**src/rtl/dct_pkg.sv**
```systemverilog
package dct_pkg;

    // Register addresses on the special function register port.
    localparam logic [7:0] ADDR_CTRL  = 8'h88;
    localparam logic [7:0] ADDR_MODE  = 8'h89;
    localparam logic [7:0] ADDR_T0LO  = 8'h8A;
    localparam logic [7:0] ADDR_T1LO  = 8'h8B;
    localparam logic [7:0] ADDR_T0HI  = 8'h8C;
    localparam logic [7:0] ADDR_T1HI  = 8'h8D;
    localparam logic [7:0] ADDR_CLK   = 8'h8E;

    // All registers reset to zero; an unmapped read answers this value.
    localparam logic [7:0] REG_RST    = 8'h00;

    // Bit positions in timer_control_status.
    localparam int TF1 = 7;
    localparam int TR1 = 6;
    localparam int TF0 = 5;
    localparam int TR0 = 4;
    localparam int IE1 = 3;
    localparam int IT1 = 2;
    localparam int IE0 = 1;
    localparam int IT0 = 0;

    // Bit positions in timer_mode_config.
    localparam int TIMER1_PIN_GATING_B = 7;
    localparam int CSEL1_B = 6;
    localparam int MODE1_H = 5;
    localparam int MODE1_L = 4;
    localparam int TIMER0_PIN_GATING_B = 3;
    localparam int CSEL0_B = 2;
    localparam int MODE0_H = 1;
    localparam int MODE0_L = 0;

    // Bit positions and write mask of timer_clock_config.
    localparam int          CKS1_B     = 4;
    localparam int          CKS0_B     = 3;
    localparam int          SCA_H      = 1;
    localparam int          SCA_L      = 0;
    localparam logic [7:0]  CLK_WMASK  = 8'h1B;

    // Mode field codes.
    localparam logic [1:0] MODE_13     = 2'h0;
    localparam logic [1:0] MODE_16     = 2'h1;
    localparam logic [1:0] MODE_RELOAD = 2'h2;
    localparam logic [1:0] MODE_SPLIT  = 2'h3;

    // Prescale field codes and divider terminal counts.
    localparam logic [1:0] SCA_DIV12   = 2'h0;
    localparam logic [1:0] SCA_DIV4    = 2'h1;
    localparam logic [1:0] SCA_DIV48   = 2'h2;
    localparam logic [1:0] SCA_EXT8    = 2'h3;
    localparam logic [5:0] LAST_DIV12  = 6'h0B;
    localparam logic [5:0] LAST_DIV4   = 6'h03;
    localparam logic [5:0] LAST_DIV48  = 6'h2F;
    localparam logic [2:0] LAST_EXT8   = 3'h7;

    // Counter terminal values.
    localparam logic [12:0] CNT13_MAX  = 13'h1FFF;
    localparam logic [15:0] CNT16_MAX  = 16'hFFFF;
    localparam logic [7:0]  CNT8_MAX   = 8'hFF;

    // Pin synchroniser lanes and their reset level; only the interrupt lanes reset high.
    localparam int         PIN_EV0     = 0;
    localparam int         PIN_EV1     = 1;
    localparam int         PIN_IRQ0    = 2;
    localparam int         PIN_IRQ1    = 3;
    localparam int         PIN_XOSC    = 4;
    localparam logic [4:0] SYNC_RST    = 5'h0C;

    // One access on the register port.
    typedef struct packed {
        logic       wr;
        logic       rd;
        logic [7:0] addr;
        logic [7:0] wdata;
    } dct_sfr_req_t;

endpackage

```
**src/rtl/dct_timer01.sv**
```systemverilog
`timescale 1ns/100ps
// Summary of operation
// [RL1] Mode code 3 on timer 0 splits its count bytes into two 8-bit counters.
// [RL2] Split low byte uses timer 0 run, select, gate, flag; event or clock source.
// [RL3] Split high byte is a timer only, clocked by system or prescaled clock.
// [RL4] Split high byte runs on timer 1 run bit and sets timer 1 flag.
// [RL5] Timer 1 with timer 0 split ignores run bit, events, flag; overflow still exported.
// [RL6] Mode code 3 on timer 1 stops it; the only stop while timer 0 splits.
// [RL7] Overflow flags set by hardware, cleared by software or interrupt vectoring.
// [RL8] Run bits at 6 and 4 enable their timer when one.
// [RL9] External flags follow chosen edge or level, read inverse pin, edge clears on vector.
// [RL10] Type bit zero means low level, one means falling edge.
// [RL11] Gate bit one makes the timer also need its interrupt pin high.
// [RL12] Counter select one counts falling edges of the timer event pin.
// [RL13] Mode field: 13-bit, 16-bit, 8-bit reload, split or inactive.
// [RL14] Clock select zero picks prescaled clock, one system clock; ignored counting events.
// [RL15] Prescale field gives divide by 12, 4, 48, or external clock by 8.
// [RL16] Divided external clock is synchronised; outside keeps it at or below system clock.
// [RL17] Clock register bits 7-5 and 2 read zero and ignore writes.
// [RL18] Counts are readable, writable byte pairs; every register resets to zero.
// [RL19] In 13-bit mode wrapping from all ones sets the overflow flag.
// [RL20] Reload mode low-byte overflow sets flag and reloads from unchanged high byte.
// [RL21] Event and gate pins hold each level at least two system clocks.
// [RL22] Setting a run bit keeps the count; counting resumes from the loaded value.
// [RL23] In 16-bit mode wrap to zero and flag set happen in one cycle.
// [RL24] A clearing write meeting a new overflow leaves the flag set.
module dct_timer01 (
    input  wire logic                  clk,             // System clock.
    input  wire logic                  sys_rst,         // Synchronous reset, active high.
    input  wire dct_pkg::dct_sfr_req_t sfr_req,         // Register port access.
    output logic [7:0]                 sfr_rdata,       // Read data, valid the cycle after rd.
    input  wire logic                  ack_timer0,      // Processor vectors to timer 0 handler.
    input  wire logic                  ack_timer1,      // Processor vectors to timer 1 handler.
    input  wire logic                  ack_ext_irq0,    // Processor vectors to external 0 handler.
    input  wire logic                  ack_ext_irq1,    // Processor vectors to external 1 handler.
    input  wire logic                  timer0_event_pin,// Timer 0 event pin.
    input  wire logic                  timer1_event_pin,// Timer 1 event pin.
    input  wire logic                  irq_pin_zero_n,  // Interrupt 0 pin, active low.
    input  wire logic                  irq_pin_one_n,   // Interrupt 1 pin, active low.
    input  wire logic                  ext_osc_clk,     // External oscillator, sampled.
    output logic                       timer0_irq,      // Timer 0 overflow flag.
    output logic                       timer1_irq,      // Timer 1 overflow flag.
    output logic                       ext_irq0,        // External interrupt 0 flag.
    output logic                       ext_irq1,        // External interrupt 1 flag.
    output logic                       timer1_overflow  // One-cycle timer 1 overflow pulse.
);

    logic [7:0]  ctrl;
    logic [7:0]  tmode;
    logic [7:0]  ckcfg;
    logic [7:0]  t0lo;
    logic [7:0]  t0hi;
    logic [7:0]  t1lo;
    logic [7:0]  t1hi;
    logic [4:0]  pin_meta;
    logic [4:0]  pin_sync;
    logic [4:0]  pin_prev;
    logic [4:0]  pin_fall;
    logic        xosc_rise;
    logic [5:0]  pre_cnt;
    logic [5:0]  pre_last;
    logic [2:0]  ext_cnt;
    logic        pre_tick;
    logic        wr_ctrl;
    logic        wr_t0;
    logic        wr_t1;
    logic        split;
    logic        t0_run;
    logic        t0_inc;
    logic        t0hi_inc;
    logic        t1_run;
    logic        t1_inc;
    logic [16:0] step0;
    logic [16:0] step1;
    logic        t0_ovf;
    logic        t0hi_ovf;
    logic        t1_ovf;
    logic        next_tf0;
    logic        next_tf1;

    // Counts one tick in the given mode; the top bit flags the overflow.
    function automatic logic [16:0] dct_step(input logic [1:0] mode, input logic [7:0] hi,
                                             input logic [7:0] lo);
        logic [12:0] c13;
        logic [15:0] c16;
        logic [16:0] res;
        c13 = {hi, lo[4:0]} + 13'h0001;
        c16 = {hi, lo} + 16'h0001;
        case (mode)
            dct_pkg::MODE_13: begin
                res = {({hi, lo[4:0]} == dct_pkg::CNT13_MAX), c13[12:5], lo[7:5], c13[4:0]}; // RL19
            end
            dct_pkg::MODE_16: begin
                res = {({hi, lo} == dct_pkg::CNT16_MAX), c16}; // RL23
            end
            dct_pkg::MODE_RELOAD: begin
                res = {(lo == dct_pkg::CNT8_MAX), hi, (lo == dct_pkg::CNT8_MAX) ? hi : c16[7:0]}; // RL20
            end
            default: begin
                res = {(lo == dct_pkg::CNT8_MAX), hi, c16[7:0]}; // RL1
            end
        endcase
        return res;
    endfunction

    // Two-stage synchronisers for every pin; the third stage keeps the last level for edges.
    always_ff @(posedge clk) begin
        if (sys_rst) begin
            pin_meta <= dct_pkg::SYNC_RST;
            pin_sync <= dct_pkg::SYNC_RST;
            pin_prev <= dct_pkg::SYNC_RST;
        end else begin
            pin_meta <= {ext_osc_clk, irq_pin_one_n, irq_pin_zero_n, timer1_event_pin, timer0_event_pin};
            pin_sync <= pin_meta; // RL21
            pin_prev <= pin_sync;
        end
    end

    // Edge detection on synchronised levels only.
    assign pin_fall  = pin_prev & ~pin_sync;
    assign xosc_rise = pin_sync[dct_pkg::PIN_XOSC] & ~pin_prev[dct_pkg::PIN_XOSC]; // RL16

    // Terminal count of the system clock divider for the chosen prescale.
    always_comb begin
        case (ckcfg[dct_pkg::SCA_H:dct_pkg::SCA_L])
            dct_pkg::SCA_DIV4:  pre_last = dct_pkg::LAST_DIV4;
            dct_pkg::SCA_DIV48: pre_last = dct_pkg::LAST_DIV48;
            default:            pre_last = dct_pkg::LAST_DIV12;
        endcase
    end

    // Shared prescaler: a one-cycle tick per divided period, or per eight rising oscillator edges.
    always_ff @(posedge clk) begin
        if (sys_rst) begin
            pre_cnt  <= '0;
            ext_cnt  <= '0;
            pre_tick <= 1'b0;
        end else if (ckcfg[dct_pkg::SCA_H:dct_pkg::SCA_L] == dct_pkg::SCA_EXT8) begin
            pre_cnt  <= '0;
            ext_cnt  <= xosc_rise ? ext_cnt + 3'h1 : ext_cnt;
            pre_tick <= xosc_rise && (ext_cnt == dct_pkg::LAST_EXT8); // RL15 RL16
        end else begin
            ext_cnt  <= '0;
            pre_cnt  <= (pre_cnt >= pre_last) ? 6'h00 : pre_cnt + 6'h01;
            pre_tick <= (pre_cnt >= pre_last); // RL15
        end
    end

    // Write strobes; a count write that hits either byte holds that timer for the cycle.
    assign wr_ctrl = sfr_req.wr && (sfr_req.addr == dct_pkg::ADDR_CTRL);
    assign wr_t0   = sfr_req.wr && (sfr_req.addr == dct_pkg::ADDR_T0LO || sfr_req.addr == dct_pkg::ADDR_T0HI);
    assign wr_t1   = sfr_req.wr && (sfr_req.addr == dct_pkg::ADDR_T1LO || sfr_req.addr == dct_pkg::ADDR_T1HI);

    // Run and tick decisions for the three counters.
    assign split  = (tmode[dct_pkg::MODE0_H:dct_pkg::MODE0_L] == dct_pkg::MODE_SPLIT); // RL1
    assign t0_run = ctrl[dct_pkg::TR0] && (!tmode[dct_pkg::TIMER0_PIN_GATING_B] || pin_sync[dct_pkg::PIN_IRQ0]); // RL8 RL11 RL2
    assign t0_inc = t0_run && (tmode[dct_pkg::CSEL0_B] ? pin_fall[dct_pkg::PIN_EV0] // RL12
                                : (ckcfg[dct_pkg::CKS0_B] || pre_tick)); // RL14
    assign t0hi_inc = split && ctrl[dct_pkg::TR1] && (ckcfg[dct_pkg::CKS0_B] || pre_tick); // RL3 RL4
    assign t1_run = split || (ctrl[dct_pkg::TR1] && (!tmode[dct_pkg::TIMER1_PIN_GATING_B] || pin_sync[dct_pkg::PIN_IRQ1])); // RL5
    assign t1_inc = (tmode[dct_pkg::MODE1_H:dct_pkg::MODE1_L] != dct_pkg::MODE_SPLIT) && t1_run // RL6
                    && ((tmode[dct_pkg::CSEL1_B] && !split) ? pin_fall[dct_pkg::PIN_EV1]
                        : (ckcfg[dct_pkg::CKS1_B] || pre_tick)); // RL5 RL12 RL14

    // Next count values and overflow events.
    assign step0    = dct_step(tmode[dct_pkg::MODE0_H:dct_pkg::MODE0_L], t0hi, t0lo); // RL13
    assign step1    = dct_step(tmode[dct_pkg::MODE1_H:dct_pkg::MODE1_L], t1hi, t1lo); // RL13
    assign t0_ovf   = t0_inc && step0[16] && !wr_t0;
    assign t0hi_ovf = t0hi_inc && (t0hi == dct_pkg::CNT8_MAX) && !wr_t0;
    assign t1_ovf   = t1_inc && step1[16] && !wr_t1;

    // Overflow flags: hardware set beats any clear in the same cycle.
    assign next_tf0 = t0_ovf || (wr_ctrl ? sfr_req.wdata[dct_pkg::TF0] : (ctrl[dct_pkg::TF0] && !ack_timer0)); // RL24
    assign next_tf1 = t0hi_ovf || (t1_ovf && !split) // RL4 RL5
                      || (wr_ctrl ? sfr_req.wdata[dct_pkg::TF1] : (ctrl[dct_pkg::TF1] && !ack_timer1)); // RL24

    // Control and status register, flags included.
    always_ff @(posedge clk) begin
        if (sys_rst) begin
            ctrl <= dct_pkg::REG_RST; // RL18
        end else begin
            ctrl[dct_pkg::TF0] <= next_tf0; // RL7
            ctrl[dct_pkg::TF1] <= next_tf1; // RL7
            if (wr_ctrl) begin
                ctrl[dct_pkg::TR1] <= sfr_req.wdata[dct_pkg::TR1];
                ctrl[dct_pkg::TR0] <= sfr_req.wdata[dct_pkg::TR0];
                ctrl[dct_pkg::IT1] <= sfr_req.wdata[dct_pkg::IT1];
                ctrl[dct_pkg::IT0] <= sfr_req.wdata[dct_pkg::IT0];
            end
            // Level type copies the inverted pin; edge type latches a fall until cleared.
            if (!ctrl[dct_pkg::IT0]) begin
                ctrl[dct_pkg::IE0] <= !pin_sync[dct_pkg::PIN_IRQ0]; // RL9 RL10
            end else begin
                ctrl[dct_pkg::IE0] <= pin_fall[dct_pkg::PIN_IRQ0] // RL9 RL10
                    || (wr_ctrl ? sfr_req.wdata[dct_pkg::IE0] : (ctrl[dct_pkg::IE0] && !ack_ext_irq0));
            end
            if (!ctrl[dct_pkg::IT1]) begin
                ctrl[dct_pkg::IE1] <= !pin_sync[dct_pkg::PIN_IRQ1]; // RL9 RL10
            end else begin
                ctrl[dct_pkg::IE1] <= pin_fall[dct_pkg::PIN_IRQ1] // RL9 RL10
                    || (wr_ctrl ? sfr_req.wdata[dct_pkg::IE1] : (ctrl[dct_pkg::IE1] && !ack_ext_irq1));
            end
        end
    end

    // Mode and clock configuration; reserved clock bits never store.
    always_ff @(posedge clk) begin
        if (sys_rst) begin
            tmode <= dct_pkg::REG_RST;
            ckcfg <= dct_pkg::REG_RST;
        end else if (sfr_req.wr) begin
            if (sfr_req.addr == dct_pkg::ADDR_MODE) begin
                tmode <= sfr_req.wdata;
            end
            if (sfr_req.addr == dct_pkg::ADDR_CLK) begin
                ckcfg <= sfr_req.wdata & dct_pkg::CLK_WMASK; // RL17
            end
        end
    end

    // Timer 0 count bytes; a write wins, otherwise the count advances from its held value.
    always_ff @(posedge clk) begin
        if (sys_rst) begin
            t0lo <= dct_pkg::REG_RST;
            t0hi <= dct_pkg::REG_RST;
        end else if (wr_t0) begin
            if (sfr_req.addr == dct_pkg::ADDR_T0LO) begin
                t0lo <= sfr_req.wdata; // RL18
            end else begin
                t0hi <= sfr_req.wdata; // RL18
            end
        end else begin
            if (t0_inc) begin
                t0lo <= step0[7:0]; // RL22
                if (!split) begin
                    t0hi <= step0[15:8];
                end
            end
            if (t0hi_inc) begin
                t0hi <= t0hi + 8'h01; // RL3
            end
        end
    end

    // Timer 1 count bytes.
    always_ff @(posedge clk) begin
        if (sys_rst) begin
            t1lo <= dct_pkg::REG_RST;
            t1hi <= dct_pkg::REG_RST;
        end else if (wr_t1) begin
            if (sfr_req.addr == dct_pkg::ADDR_T1LO) begin
                t1lo <= sfr_req.wdata; // RL18
            end else begin
                t1hi <= sfr_req.wdata; // RL18
            end
        end else if (t1_inc) begin
            t1lo <= step1[7:0]; // RL22
            t1hi <= step1[15:8];
        end
    end

    // Overflow pulse for baud-rate and conversion-trigger users.
    always_ff @(posedge clk) begin
        if (sys_rst) begin
            timer1_overflow <= 1'b0;
        end else begin
            timer1_overflow <= t1_ovf; // RL5
        end
    end

    // Registered read port; unmapped addresses answer zero.
    always_ff @(posedge clk) begin
        if (sys_rst) begin
            sfr_rdata <= dct_pkg::REG_RST;
        end else if (sfr_req.rd) begin
            case (sfr_req.addr)
                dct_pkg::ADDR_CTRL: sfr_rdata <= ctrl;
                dct_pkg::ADDR_MODE: sfr_rdata <= tmode;
                dct_pkg::ADDR_T0LO: sfr_rdata <= t0lo;
                dct_pkg::ADDR_T1LO: sfr_rdata <= t1lo;
                dct_pkg::ADDR_T0HI: sfr_rdata <= t0hi;
                dct_pkg::ADDR_T1HI: sfr_rdata <= t1hi;
                dct_pkg::ADDR_CLK:  sfr_rdata <= ckcfg; // RL17
                default:            sfr_rdata <= dct_pkg::REG_RST;
            endcase
        end
    end

    // Interrupt request outputs are the flag flip-flops themselves.
    assign timer0_irq = ctrl[dct_pkg::TF0];
    assign timer1_irq = ctrl[dct_pkg::TF1];
    assign ext_irq0   = ctrl[dct_pkg::IE0];
    assign ext_irq1   = ctrl[dct_pkg::IE1];

    // A 16-bit wrap yields zero and a set flag on the next edge.
    wrap_sixteen_a: assert property (@(posedge clk) disable iff (sys_rst) // RL23
        (t0_inc && !wr_t0 && tmode[1:0] == dct_pkg::MODE_16 && {t0hi, t0lo} == dct_pkg::CNT16_MAX)
        |=> ({t0hi, t0lo} == 16'h0000 && timer0_irq))
        else $error("16-bit wrap did not clear count and set flag");

    // A 13-bit wrap clears the used bits and sets the flag.
    wrap_thirteen_a: assert property (@(posedge clk) disable iff (sys_rst) // RL19
        (t1_inc && !wr_t1 && !split && tmode[5:4] == dct_pkg::MODE_13 && {t1hi, t1lo[4:0]} == dct_pkg::CNT13_MAX)
        |=> ({t1hi, t1lo[4:0]} == 13'h0000 && timer1_irq))
        else $error("13-bit wrap misbehaved");

    // Reload mode refills the low byte from an untouched high byte.
    reload_value_a: assert property (@(posedge clk) disable iff (sys_rst) // RL20
        (t0_inc && !wr_t0 && tmode[1:0] == dct_pkg::MODE_RELOAD && t0lo == dct_pkg::CNT8_MAX)
        |=> (t0lo == $past(t0hi) && $stable(t0hi) && timer0_irq))
        else $error("reload did not copy high byte");

    // The split high byte overflow lands in the timer 1 flag.
    split_high_a: assert property (@(posedge clk) disable iff (sys_rst) // RL4
        (split && ctrl[dct_pkg::TR1] && ckcfg[dct_pkg::CKS0_B] && !wr_t0 && t0hi == dct_pkg::CNT8_MAX)
        |=> (t0hi == 8'h00 && timer1_irq))
        else $error("split high byte overflow lost");

    // Timer 1 in code 3 never moves by itself.
    t1_inactive_a: assert property (@(posedge clk) disable iff (sys_rst) // RL6
        (tmode[5:4] == dct_pkg::MODE_SPLIT && !wr_t1) |=> ($stable(t1lo) && $stable(t1hi) && !timer1_overflow))
        else $error("inactive timer 1 counted");

    // Timer 0 with run bit low holds its low byte.
    run_off_a: assert property (@(posedge clk) disable iff (sys_rst) // RL8
        (!ctrl[dct_pkg::TR0] && !wr_t0) |=> $stable(t0lo))
        else $error("timer 0 counted while disabled");

    // A clearing write in an overflow cycle keeps the flag.
    set_wins_a: assert property (@(posedge clk) disable iff (sys_rst) // RL24
        (t0_ovf && wr_ctrl && !sfr_req.wdata[dct_pkg::TF0]) |=> timer0_irq)
        else $error("overflow lost to clearing write");

    // Reserved clock bits always read back as zero.
    clk_reserved_a: assert property (@(posedge clk) disable iff (sys_rst) // RL17
        (sfr_req.rd && sfr_req.addr == dct_pkg::ADDR_CLK) |=> (sfr_rdata[7:5] == 3'h0 && !sfr_rdata[2]))
        else $error("reserved clock bits not zero");

    // Level type flag mirrors the inverted synchronised pin.
    level_flag_a: assert property (@(posedge clk) disable iff (sys_rst) // RL9
        (!ctrl[dct_pkg::IT0] && !$past(ctrl[dct_pkg::IT0]) && !$past(sys_rst))
        |-> (ext_irq0 == !$past(pin_sync[dct_pkg::PIN_IRQ0])))
        else $error("level flag not inverse of pin");

endmodule

```
**config.mk**
```make
export PLATFORM = sky130hd
export DESIGN_NAME = dct_timer01
export DESIGN_NICKNAME = d
export VERILOG_FILES = /design/src/rtl/dct_pkg.sv /design/src/rtl/dct_timer01.sv
export SDC_FILE = /design/constraint.sdc
export NUM_CORES = 1
export LEC_CHECK = 0
export ABC_CLOCK_PERIOD_IN_PS = 6400
export BUFFER_PORTS_ARGS = -buffer_cell sky130_fd_sc_hd__clkbuf_2
export CAP_MARGIN = 20
export CORE_AREA = 5 5 130 132
export CTS_BUF_LIST = sky130_fd_sc_hd__clkbuf_8 sky130_fd_sc_hd__clkbuf_16
export CTS_CLUSTER_SIZE = 12
export DETAILED_ROUTE_END_ITERATION = 7
export DIE_AREA = 0 0 135 137
export PLACE_DENSITY = 0.51
export SKIP_CTS_REPAIR_TIMING = 1
export SYNTH_ARGS = -nofsm -noshare
export SYNTH_HDL_FRONTEND = slang
export SYNTH_SLANG_ARGS = --single-unit
```
**constraint.sdc**
```tcl
create_clock -name clk -period 6.4 [get_ports clk]
set_input_delay 0.64 -clock clk [delete_from_list [all_inputs] [get_ports clk]]
set_output_delay 0.64 -clock clk [all_outputs]
set_load 0.01 [all_outputs]
```
==> out/metrics.yaml, run 1 <==
outcome: "completed"
tightest_slew_ns: 1.09
critPathRequiredTime_ns: 6.68
die_h_um: 137
p_sw_uw: 281
swShare: 0.229
synthDistinctLibCells: 75
numCtsBuffers: 9
cts_tree: "built"
clockBufferDepth: 2
clock_skew_ns: 0.00624
drive_gt1_frac: 0.134
tns_ns: 0
rows: 46
multi_input_area_mm2: 0.00335
start_util: 0.343
ant_nets: 0
clkPwrFrac: 0.509
leakage_uw: 0.00220
pwr-share-comb: 0.048
yosys_warnings: 0
crit_family: "simple AND/OR/NAND/NOR gates"
seq_power_share: 0.443
slew_violations: 0
critPathKind: "in2reg"
cp-end-kind: "flip-flop"
cts_sinks: 86
drc_errors: 0
fmax_ghz: 0.335
min_period_over_period: 0.467
path_cells: "clkbuf_2 -> xnor2_2 -> or4_1 -> o2111ai_2 -> and2_1 -> or3_1 -> a21oi_1"
vias: 5193
clkLatencyLatePin_ns: 0.35
die_area_mm2: 0.0185
cp_max_fo: 31
intPower_uw: 948
portBuffers: 41
synth-async-reset-ratio: 0
ir_drop_v: 0.000104
cp_slowest_cell: "or4_1"
ios: 42
rsz0062_at_grt: "no"
syn_nets: 705
drt_iter0_drc: 489
setup_viol: 0
ys_seq_area_frac: 0.322
ys_top_cells_by_area: "dfxtp_1 32%, mux2i_1 5.8%, nor2_1 5.3%"
register_area_mm2: 0.00172
fin_util: 0.384
hold_viol_final: 0
syn_area_per_cell_um2: 8.02
power_density_mw_per_mm2: 205
crit_buf_inv: 1
dr.pass1.iters: 5
syn_inst: 667
synth_area_mm2: 0.00535
maxCapViolations: 0
core_mm2: 0.0156
yosysTopAreaCell: "dfxtp_1"
area_growth_pct: 11.9
place_congestion: 0.875
via_per_inst: 5.80
crit_arrival_ns: 3.26
grt_pass1_wl_mm: 26.7
ys_ff_latch: 86
ys.flop_type: "dfxtp_1"
fin_nets: 713
drt_wl_total_mm: 16.9
clockRootBuffer: "clkbuf_16"
post-layout-total-power_uw: 1230
grt_overflow: 0
nFillCells: 1612
hp-class: "reg2reg"
critical-path-max-stage-delay_ns: 0.63
htree_num_levels: 3
grt_use_total: 0.184
path_clk_slew_ns: 0.07
grt_max_degree: 55
n_antenna_cell: 0
dpl.hpwl_mm: 12.4
wl_per_cell_um: 18.9
grt_pass1_vias: 4905
synth_edf_count: 0
start_kind: "input port"
dieWidth_um: 135
fin_crit_ns: 2.99
max_slew_margin: 0.276
yosysTopAreaCellShare: 0.322
antenna_found_initial: 0
[power by group through the flow]
stage	Combinational (µW)	Clock (µW)	Sequential (µW)
3_5_place_dp	59.0	0	557
2_1_floorplan	36.6	0	556
3_3_place_gp	57.9	0	557
6_report	59.0	625	545
4_1_cts	59.3	637	545
5_1_grt	64.4	662	545
[sequential cells by signal, summed over array words and instances, names as in the netlist]
signal / flops
sfr_rdata: 8
t1lo: 8
timer1_overflow: 1
tmode: 8
ext_cnt: 3
t0lo: 8
ctrl: 8
ckcfg: 4
pre_cnt: 6
pin_prev: 5
pin_meta: 5
t1hi: 8
pre_tick: 1
pin_sync: 5
t0hi: 8
[worst reg2reg max path, stage by stage (launching register included)]
cell       delay, ns
dfxtp_1         0.47
ha_1            0.34
nand4_2         0.31
nor4_2          0.77
a22oi_1         0.15
a2111oi_1       0.44
a31o_2          0.15
[cell usage after synthesis, types with 5 or more instances]
cell type  count
xnor2_1       17
and2_1         6
clkbuf_1      28
xor2_1         7
mux2i_1       31
a22oi_1       10
and3_1         7
or2_2          7
buf_1          5
inv_1         20
a221oi_1       6
o32ai_1        5
nand2b_1       8
nand2_1       60
or3_1          8
o221ai_1       5
a311oi_1       6
o22ai_1        9
ha_1           9
nand3_1       22
buf_2          9
dfxtp_1       86
nor2b_1       19
nor2_1        76
a21oi_1       35
nor4_1         5
a31oi_1       12
nor3_1        20
o21ai_0       31
nand4_1        6
a211oi_1       8
[stage by stage]
step / hold WS (ns) / setup WS [ns] / cell area (µm²) / std cells
floorplan: 0.389 / 4.05 / 5350 / 667
CTS: 0.413 / 3.43 / 5990 / 896
global route: 0.426 / 3.17 / 5990 / 896
finish: 0.409 / 3.41 / 5990 / 896
global placement: 0.391 / 3.17 / 5640 / 880
detailed placement: 0.397 / 3.09 / 5640 / 880
[cell usage in the layout, fill, tap and decap left out, drive strengths merged, types with 5 or more instances in the layout]
cell,count
o22ai,9
or3,8
a22oi,10
a311oi,7
dfxtp,86
nor4,7
xor2,7
a211oi,9
and3,7
mux2i,31
inv,23
o21ai,35
nand2b,8
o221ai,5
nor3,21
or2,7
nor2,76
a21oi,35
a221oi,6
ha,9
a31oi,12
and2,6
xnor2,18
clkbuf,49
nand2,61
o32ai,5
nand3,22
nand4,7
nor2b,19
[path summary, 6_finish.rpt]
kind / startpoint / to / slack (ns) / cells past startpoint
max reg2reg: t0lo[1]$_SDFFE_PP0P_ / t0lo[6]$_SDFFE_PP0P_ / 3.72 / 6
max: sfr_req[10] / t0lo[2]$_SDFFE_PP0P_ / 3.41 / 7
min reg2reg: pin_meta[3]$_SDFF_PP1_ / pin_sync[3]$_SDFF_PP1_ / 0.41 / 1
min: pin_meta[3]$_SDFF_PP1_ / pin_sync[3]$_SDFF_PP1_ / 0.41 / 1
[layer usage]
layer / global-route usage / vias up / part of all wire
met1: 0.242 / 2507 / 0.44
met3: 0.0393 / 32 / 0.057
met4: 0.0638 / 0 / 0.024
met2: 0.301 / 185 / 0.48
met5: 0 / - / 0
li1: - / 2469 / -
[kinds of logic after synthesis]
group | Yosys count | synth area share
buffers and inverters | 67 | 0.0540
adder cells (fa/ha/maj) | 9 | 0.0210
XOR/XNOR | 25 | 0.0423
AND/OR/NAND/NOR | 261 | 0.244
multiplexers | 39 | 0.0832
flip-flops | 86 | 0.322
AO/OA/AOI/OAI | 180 | 0.234
[layout make-up]
type,instances,share of cell area
clock buffer,9,0.0376
clock inverter,7,0.0211
inverter,21,0.0132
multi-input combinational,514,0.559
sequential,86,0.287
tap,216,0.0451
timing repair buffer,43,0.0368
Power figures use the tool's default switching activity.
==> run 2, diff against run 1 <==
--- a/config.mk
+++ b/config.mk
@@ -5,7 +5,7 @@
 export SDC_FILE = /design/constraint.sdc
 export NUM_CORES = 1
 export LEC_CHECK = 0
-export ABC_CLOCK_PERIOD_IN_PS = 6400
+export ABC_CLOCK_PERIOD_IN_PS = 2600
 export BUFFER_PORTS_ARGS = -buffer_cell sky130_fd_sc_hd__clkbuf_2
 export CAP_MARGIN = 20
 export CORE_AREA = 5 5 130 132
@@ -13,7 +13,7 @@
 export CTS_CLUSTER_SIZE = 12
 export DETAILED_ROUTE_END_ITERATION = 7
 export DIE_AREA = 0 0 135 137
-export PLACE_DENSITY = 0.51
+export PLACE_DENSITY = 0.53
 export SKIP_CTS_REPAIR_TIMING = 1
 export SYNTH_ARGS = -nofsm -noshare
 export SYNTH_HDL_FRONTEND = slang
==> constraint.sdc (replaced) <==
create_clock -name clk -period 2.6 [get_ports clk]
set_input_delay 0.26 -clock clk [delete_from_list [all_inputs] [get_ports clk]]
set_output_delay 0.26 -clock clk [all_outputs]
set_load 0.01 [all_outputs]
==> run 2 against run 1 <==
- core utilization up 1.1 points
- first-iteration DRC count up 5.3%
- sequential cell count unchanged
- largest power group unchanged
- critical path depth unchanged
- total power up 130%
- routed wire length up 2.4%
- clock skew up 0.0021 ns
- design area up 2.8%
- sequential share of layout area down 0.78 points
- via count up 0.91%
- cell count up 3.0%
- non-clock buffer count up 27
==> out/metrics.yaml, run 2 (same netlist as run 1, synthesis figures left out) <==
outcome: "completed"  # unchanged
clockBufferDepth: 2  # unchanged
ios: 42  # unchanged
wl_per_cell_um: 18.7  # was 18.9 µm
dieWidth_um: 135  # unchanged
rsz0062_at_grt: "no"  # unchanged
die_h_um: 137  # unchanged
clock_skew_ns: 0.00834  # was 0.00624 ns
mostFrequentLayoutCells: "86 x dfxtp_1, 76 x nor2_1, 60 x nand2_1, 40 x clkbuf_2, 35 x a21oi_1"  # unchanged
place_congestion: 0.922  # was 0.875
r2r-end: "t0hi[5]$_SDFFE_PP0P_"  # was t0lo[6]$_SDFFE_PP0P_
path_clk_slew_ns: 0.07  # about the same
n_antenna_cell: 0  # unchanged
whs_endpoint: "pin_meta[3]$_SDFF_PP1_"  # was pin_sync[3]$_SDFF_PP1_
clkLatencyLatePin_ns: 0.35  # about the same
ir_drop_v: 0.000269  # was 0.000104 V
hp-start: "irq_pin_one_n"  # was pin_meta[3]$_SDFF_PP1_
slew_violations: 0  # unchanged
globalRouteMet1Util: 0.246  # was 0.242
dr.pass1.iters: 5  # unchanged
max_slew_margin: 0.559  # was 0.276
fin_crit_ns: 2.28
critPathKind: "reg2reg"  # was in2reg
die_area_mm2: 0.0185  # unchanged
drc_errors: 0  # unchanged
numCtsBuffers: 9  # unchanged
core_mm2: 0.0156  # unchanged
gr-usage-met2: 0.309  # was 0.301
cts_sinks: 86  # unchanged
cp-startpoint: "t0lo[1]$_SDFFE_PP0P_"  # was sfr_req[10]
crit_arrival_ns: 2.56  # was 3.26 ns
grt.busiest_layer: "met2"  # unchanged
fin_nets: 740  # was 713
grt_use_total: 0.189  # was 0.184
tightest_slew_ns: 0.656  # was 1.09 ns
min_period_over_period: 0.878
drive_gt1_frac: 0.167  # was 0.134
area_growth_pct: 15.1  # was 11.9%
hold_viol_final: 0  # unchanged
drt_wl_total_mm: 17.3  # was 16.9 mm
antenna_found_initial: 0  # unchanged
dpl.hpwl_mm: 13.0  # was 12.4 mm
ant_nets: 0  # unchanged
r2r-start: "t0lo[1]$_SDFFE_PP0P_"  # unchanged
hp-class: "in2reg"  # was reg2reg
leakage_uw: 0.00232  # was 0.00220 µW
portBuffers: 41  # unchanged
holdPathStages: 2  # was 1
reg2regPathDepth: 7  # was 6
grt_max_degree: 41  # was 55
critPathRequiredTime_ns: 2.88  # was 6.68 ns
clockRootBuffer: "clkbuf_16"  # unchanged
fmax_ghz: 0.438
start_kind: "flip-flop"  # was input port
cts_tree: "built"  # unchanged
vias: 5240  # was 5,193
grt_pass1_wl_mm: 27.1  # was 26.7 mm
htree_num_levels: 3  # unchanged
cp-end-kind: "flip-flop"  # unchanged
maxCapViolations: 0  # unchanged
grt_pass1_vias: 4955  # was 4,905
drt_iter0_drc: 515  # was 489
setup_viol: 0  # unchanged
tns_ns: 0  # unchanged
grt_overflow: 0  # unchanged
fin_util: 0.395  # was 0.384
cp_max_fo: 9  # was 31
use_met3: 0.0298  # was 0.0393
start_util: 0.343  # unchanged
power_density_mw_per_mm2: 463  # was 205 mW/mm²
final_common_cell: "dfxtp_1"  # unchanged
via_per_inst: 5.68  # was 5.80
rows: 46  # unchanged
rrSetupSlack_ns: 0.32  # was 3.72 ns
run 2: cell count changes in the layout (fill, tap and decap cells not counted):
cell        change
buf_12          +1
buf_4          +26
bufinv_16       -2
clkinv_2        +1
clkinv_4        +2
clkinvlp_4      -1
inv_6           +1
inv_8           -1
run 2: cell type report:
| type | instances | area, µm² |
|---|---|---|
| inverter | 21 | 78.8 |
| multi-input combinational | 514 | 3350 |
| clock inverter | 7 | 78.8 |
| tap | 216 | 270 |
| fill | 1608 | 9440 |
| sequential | 86 | 1720 |
| clock buffer | 9 | 225 |
| timing repair buffer | 70 | 435 |
run 2: worst max-delay path, cell delays in order (launching register included):
cell,delay [ns]
dfxtp_1,0.43
ha_1,0.29
nand4_2,0.27
or3_1,0.47
o31ai_1,0.22
a41oi_1,0.07
or3_1,0.32
a21oi_1,0.15
run 2: layer usage:
metal	wire length (µm)	part of all wire	up-vias
li1	-	-	2521
met2	8310	0.48	175
met4	570	0.033	0
met5	0	0	-
met1	7560	0.44	2511
met3	855	0.049	33
run 2: how the worst max path moves through the flow:
stage                                      end  slack, ns  cells past startpoint
final                     t0hi[5]$_SDFFE_PP0P_       0.32                      7
after global routing      t0hi[5]$_SDFFE_PP0P_       0.09                      7
after CTS                 t0hi[5]$_SDFFE_PP0P_       0.33                      7
after detailed placement  t1hi[1]$_SDFFE_PP0P_       0.36                      7
after global placement    t1hi[1]$_SDFFE_PP0P_       0.40                      7
after floorplan           t0lo[6]$_SDFFE_PP0P_       0.49                      6
run 2: stage by stage:
step / total power (µW) / cells / instance area [µm²] / hold WS (ns) / worst slack [ns]
after global routing: 2950 / 923 / 6160 / 0.0815 / 0.0941
after CTS: 2890 / 923 / 6160 / 0.0733 / 0.334
final: 2850 / 923 / 6160 / 0.0831 / 0.318
after global placement: 1530 / 907 / 5850 / 0.395 / 0.399
after floorplan: 1460 / 667 / 5350 / 0.364 / 0.490
after detailed placement: 1530 / 907 / 5850 / 0.396 / 0.357
run 2: power breakdown:
group          switching [µW]  leakage [µW]  internal [µW]
registers                9.01      0.000696           1330
logic                     103       0.00147           58.6
clock network             593      0.000151            757
total                     705       0.00232           2150
==> run 3, diff against run 2 <==
--- a/config.mk
+++ b/config.mk
@@ -8,12 +8,14 @@
 export ABC_CLOCK_PERIOD_IN_PS = 2600
 export BUFFER_PORTS_ARGS = -buffer_cell sky130_fd_sc_hd__clkbuf_2
 export CAP_MARGIN = 20
-export CORE_AREA = 5 5 130 132
+export CELL_PAD_IN_SITES_DETAIL_PLACEMENT = 2
+export CELL_PAD_IN_SITES_GLOBAL_PLACEMENT = 2
+export CORE_AREA = 5 5 134 136
 export CTS_BUF_LIST = sky130_fd_sc_hd__clkbuf_8 sky130_fd_sc_hd__clkbuf_16
 export CTS_CLUSTER_SIZE = 12
 export DETAILED_ROUTE_END_ITERATION = 7
-export DIE_AREA = 0 0 135 137
-export PLACE_DENSITY = 0.53
+export DIE_AREA = 0 0 139 141
+export PLACE_DENSITY = 0.76
 export SKIP_CTS_REPAIR_TIMING = 1
 export SYNTH_ARGS = -nofsm -noshare
 export SYNTH_HDL_FRONTEND = slang
==> run 3 against run 2 <==
- largest cell class unchanged
- clock skew up 0.0016 ns
- setup slack worse by 0.14 ns
- sequential power barely moved
- maximum frequency down 5.9%
- register-to-register slack worse by 0.14 ns
- core utilization is 2.9 points lower
- critical path depth increased by 1
- sequential share of layout area unchanged
- first-iteration DRC count down 43%
- count of clock-buffer cells in the layout is the same
- clock power is 3% higher
- sequential cell count did not move
==> out/metrics.yaml, run 3 (same netlist as run 1, synthesis figures left out) <==
via_per_inst: 5.77  # was 5.68
place_congestion: 0.856  # was 0.922
dp_cells: 916  # was 907
nFillCells: 1947  # was 1,608
place_area_mm2: 0.00585  # about the same
rows: 48  # was 46
start_kind: "flip-flop"  # unchanged
p_sw_uw: 751  # was 705 µW
drive_gt1_frac: 0.167  # unchanged
seq_power_share: 0.463  # was 0.470
start_util: 0.318  # was 0.343
dr.pass1.iters: 4  # was 5
mostFrequentLayoutCells: "86 x dfxtp_1, 76 x nor2_1, 60 x nand2_1, 40 x clkbuf_2, 35 x a21oi_1"  # unchanged
clock_skew_ns: 0.00994  # was 0.00834 ns
multi_input_area_mm2: 0.00335  # unchanged
vias: 5378  # was 5,240
cts_tree: "built"  # unchanged
ios: 42  # unchanged
core_mm2: 0.0168  # was 0.0156 mm²
setup_viol: 0  # unchanged
tns_ns: 0  # unchanged
grt_pass1_wl_mm: 33.3  # was 27.1 mm
outcome: "completed"  # unchanged
die_area_mm2: 0.0196  # was 0.0185 mm²
grt_use_total: 0.214  # was 0.189
grt_pass1_vias: 5980  # was 4,955
register_area_mm2: 0.00172  # unchanged
n_antenna_cell: 0  # unchanged
grt_overflow: 0  # unchanged
fin_crit_ns: 2.42  # was 2.28 ns
drt_iter0_drc: 291  # was 515
setup_ws_ns: 0.175  # was 0.318 ns
ant_nets: 0  # unchanged
pre_cts_ws_ns: 0.237  # was 0.357 ns
clkLatencyLatePin_ns: 0.36  # was 0.35 ns
ir_drop_v: 0.000270  # was 0.000269 V
antenna_found_initial: 0  # unchanged
hp-class: "in2reg"  # unchanged
clockBufferDepth: 2  # unchanged
final_cells: 932  # was 923
drc_errors: 0  # unchanged
grt_max_degree: 39  # was 41
critPathRequiredTime_ns: 2.89  # was 2.88 ns
clockRootBuffer: "clkbuf_16"  # unchanged
hold_viol_final: 0  # unchanged
crit_arrival_ns: 2.71  # was 2.56 ns
dieWidth_um: 139  # was 135 µm
slew_violations: 0  # unchanged
final_common_cell: "dfxtp_1"  # unchanged
max_slew_margin: 0.597  # was 0.559
rsz0062_at_grt: "no"  # unchanged
drt_wl_total_mm: 21.1  # was 17.3 mm
leakage_uw: 0.00231  # was 0.00232 µW
dpl.hpwl_mm: 15.7  # was 13.0 mm
post-layout-total-power_uw: 2900  # was 2850 µW
cts_sinks: 86  # unchanged
critPathKind: "reg2reg"  # unchanged
clkPwrFrac: 0.481  # was 0.473
min_period_over_period: 0.933  # was 0.878
die_h_um: 141  # was 137 µm
power_density_mw_per_mm2: 471  # was 463 mW/mm²
fmax_ghz: 0.412  # was 0.438 GHz
htree_num_levels: 3  # unchanged
numCtsBuffers: 9  # unchanged
pwr-share-comb: 0.056  # was 0.057
swShare: 0.259  # was 0.247
path_clk_slew_ns: 0.07  # about the same
intPower_uw: 2150  # about the same
tightest_slew_ns: 0.598  # was 0.656 ns
design_area_mm2: 0.00616  # unchanged
maxCapViolations: 0  # unchanged
area_growth_pct: 15.1  # unchanged
cp_max_fo: 9  # unchanged
cp-end-kind: "flip-flop"  # unchanged
portBuffers: 41  # unchanged
fin_nets: 740  # unchanged
wl_per_cell_um: 22.6  # was 18.7 µm
-- run 3: area by class of cell --
class	count	area share
Clock inverter	7	0.0130
Sequential cell	86	0.280
Tap cell	225	0.0457
Multi-Input combinational cell	514	0.544
Inverter	21	0.0128
Timing Repair Buffer	70	0.0687
Clock buffer	9	0.0366
-- run 3: worst paths after layout --
kind	depth (start not counted)	slack, ns	from	end
hold reg to reg	1	0.41	pin_meta[2]$_SDFF_PP1_	pin_sync[2]$_SDFF_PP1_
setup / recovery	8	0.18	t0lo[1]$_SDFFE_PP0P_	t0lo[0]$_SDFFE_PP0P_
setup reg to reg	8	0.18	t0lo[1]$_SDFFE_PP0P_	t0lo[0]$_SDFFE_PP0P_
hold / removal	2	0.08	irq_pin_zero_n	pin_meta[2]$_SDFF_PP1_
-- run 3: routing by layer --
metal  vias up  share of wire  global-route usage
li1       2518              -                   -
met1      2714           0.43               0.258
met2       109           0.51               0.386
met3        37          0.028              0.0248
met4         0          0.027              0.0922
met5         -              0                   0
-- run 3: stage by stage --
step	util	hold slack [ns]
detailed placement	0.348	0.398
global placement	0.348	0.396
finish	0.366	0.0801
global route	0.366	0.0940
CTS	0.366	0.0765
floorplan	-	0.364
-- run 3: power by group through the flow --
stage / sequential [µW] / combinational (µW) / clock [µW]
3_5_place_dp: 1370 / 162 / 0
5_1_grt: 1340 / 178 / 1460
4_1_cts: 1340 / 165 / 1410
2_1_floorplan: 1370 / 90.2 / 0
6_report: 1340 / 163 / 1390
3_3_place_gp: 1370 / 156 / 0
-- run 3: critical path, cell delays in order, from the launching register on --
cell and delay [ns]:
dfxtp_1 0.46, ha_1 0.32, nand4_2 0.29, nor4_2 0.48
buf_4 0.23, mux2i_1 0.07, o21ai_0 0.20, nor2_1 0.08
a211oi_2 0.21
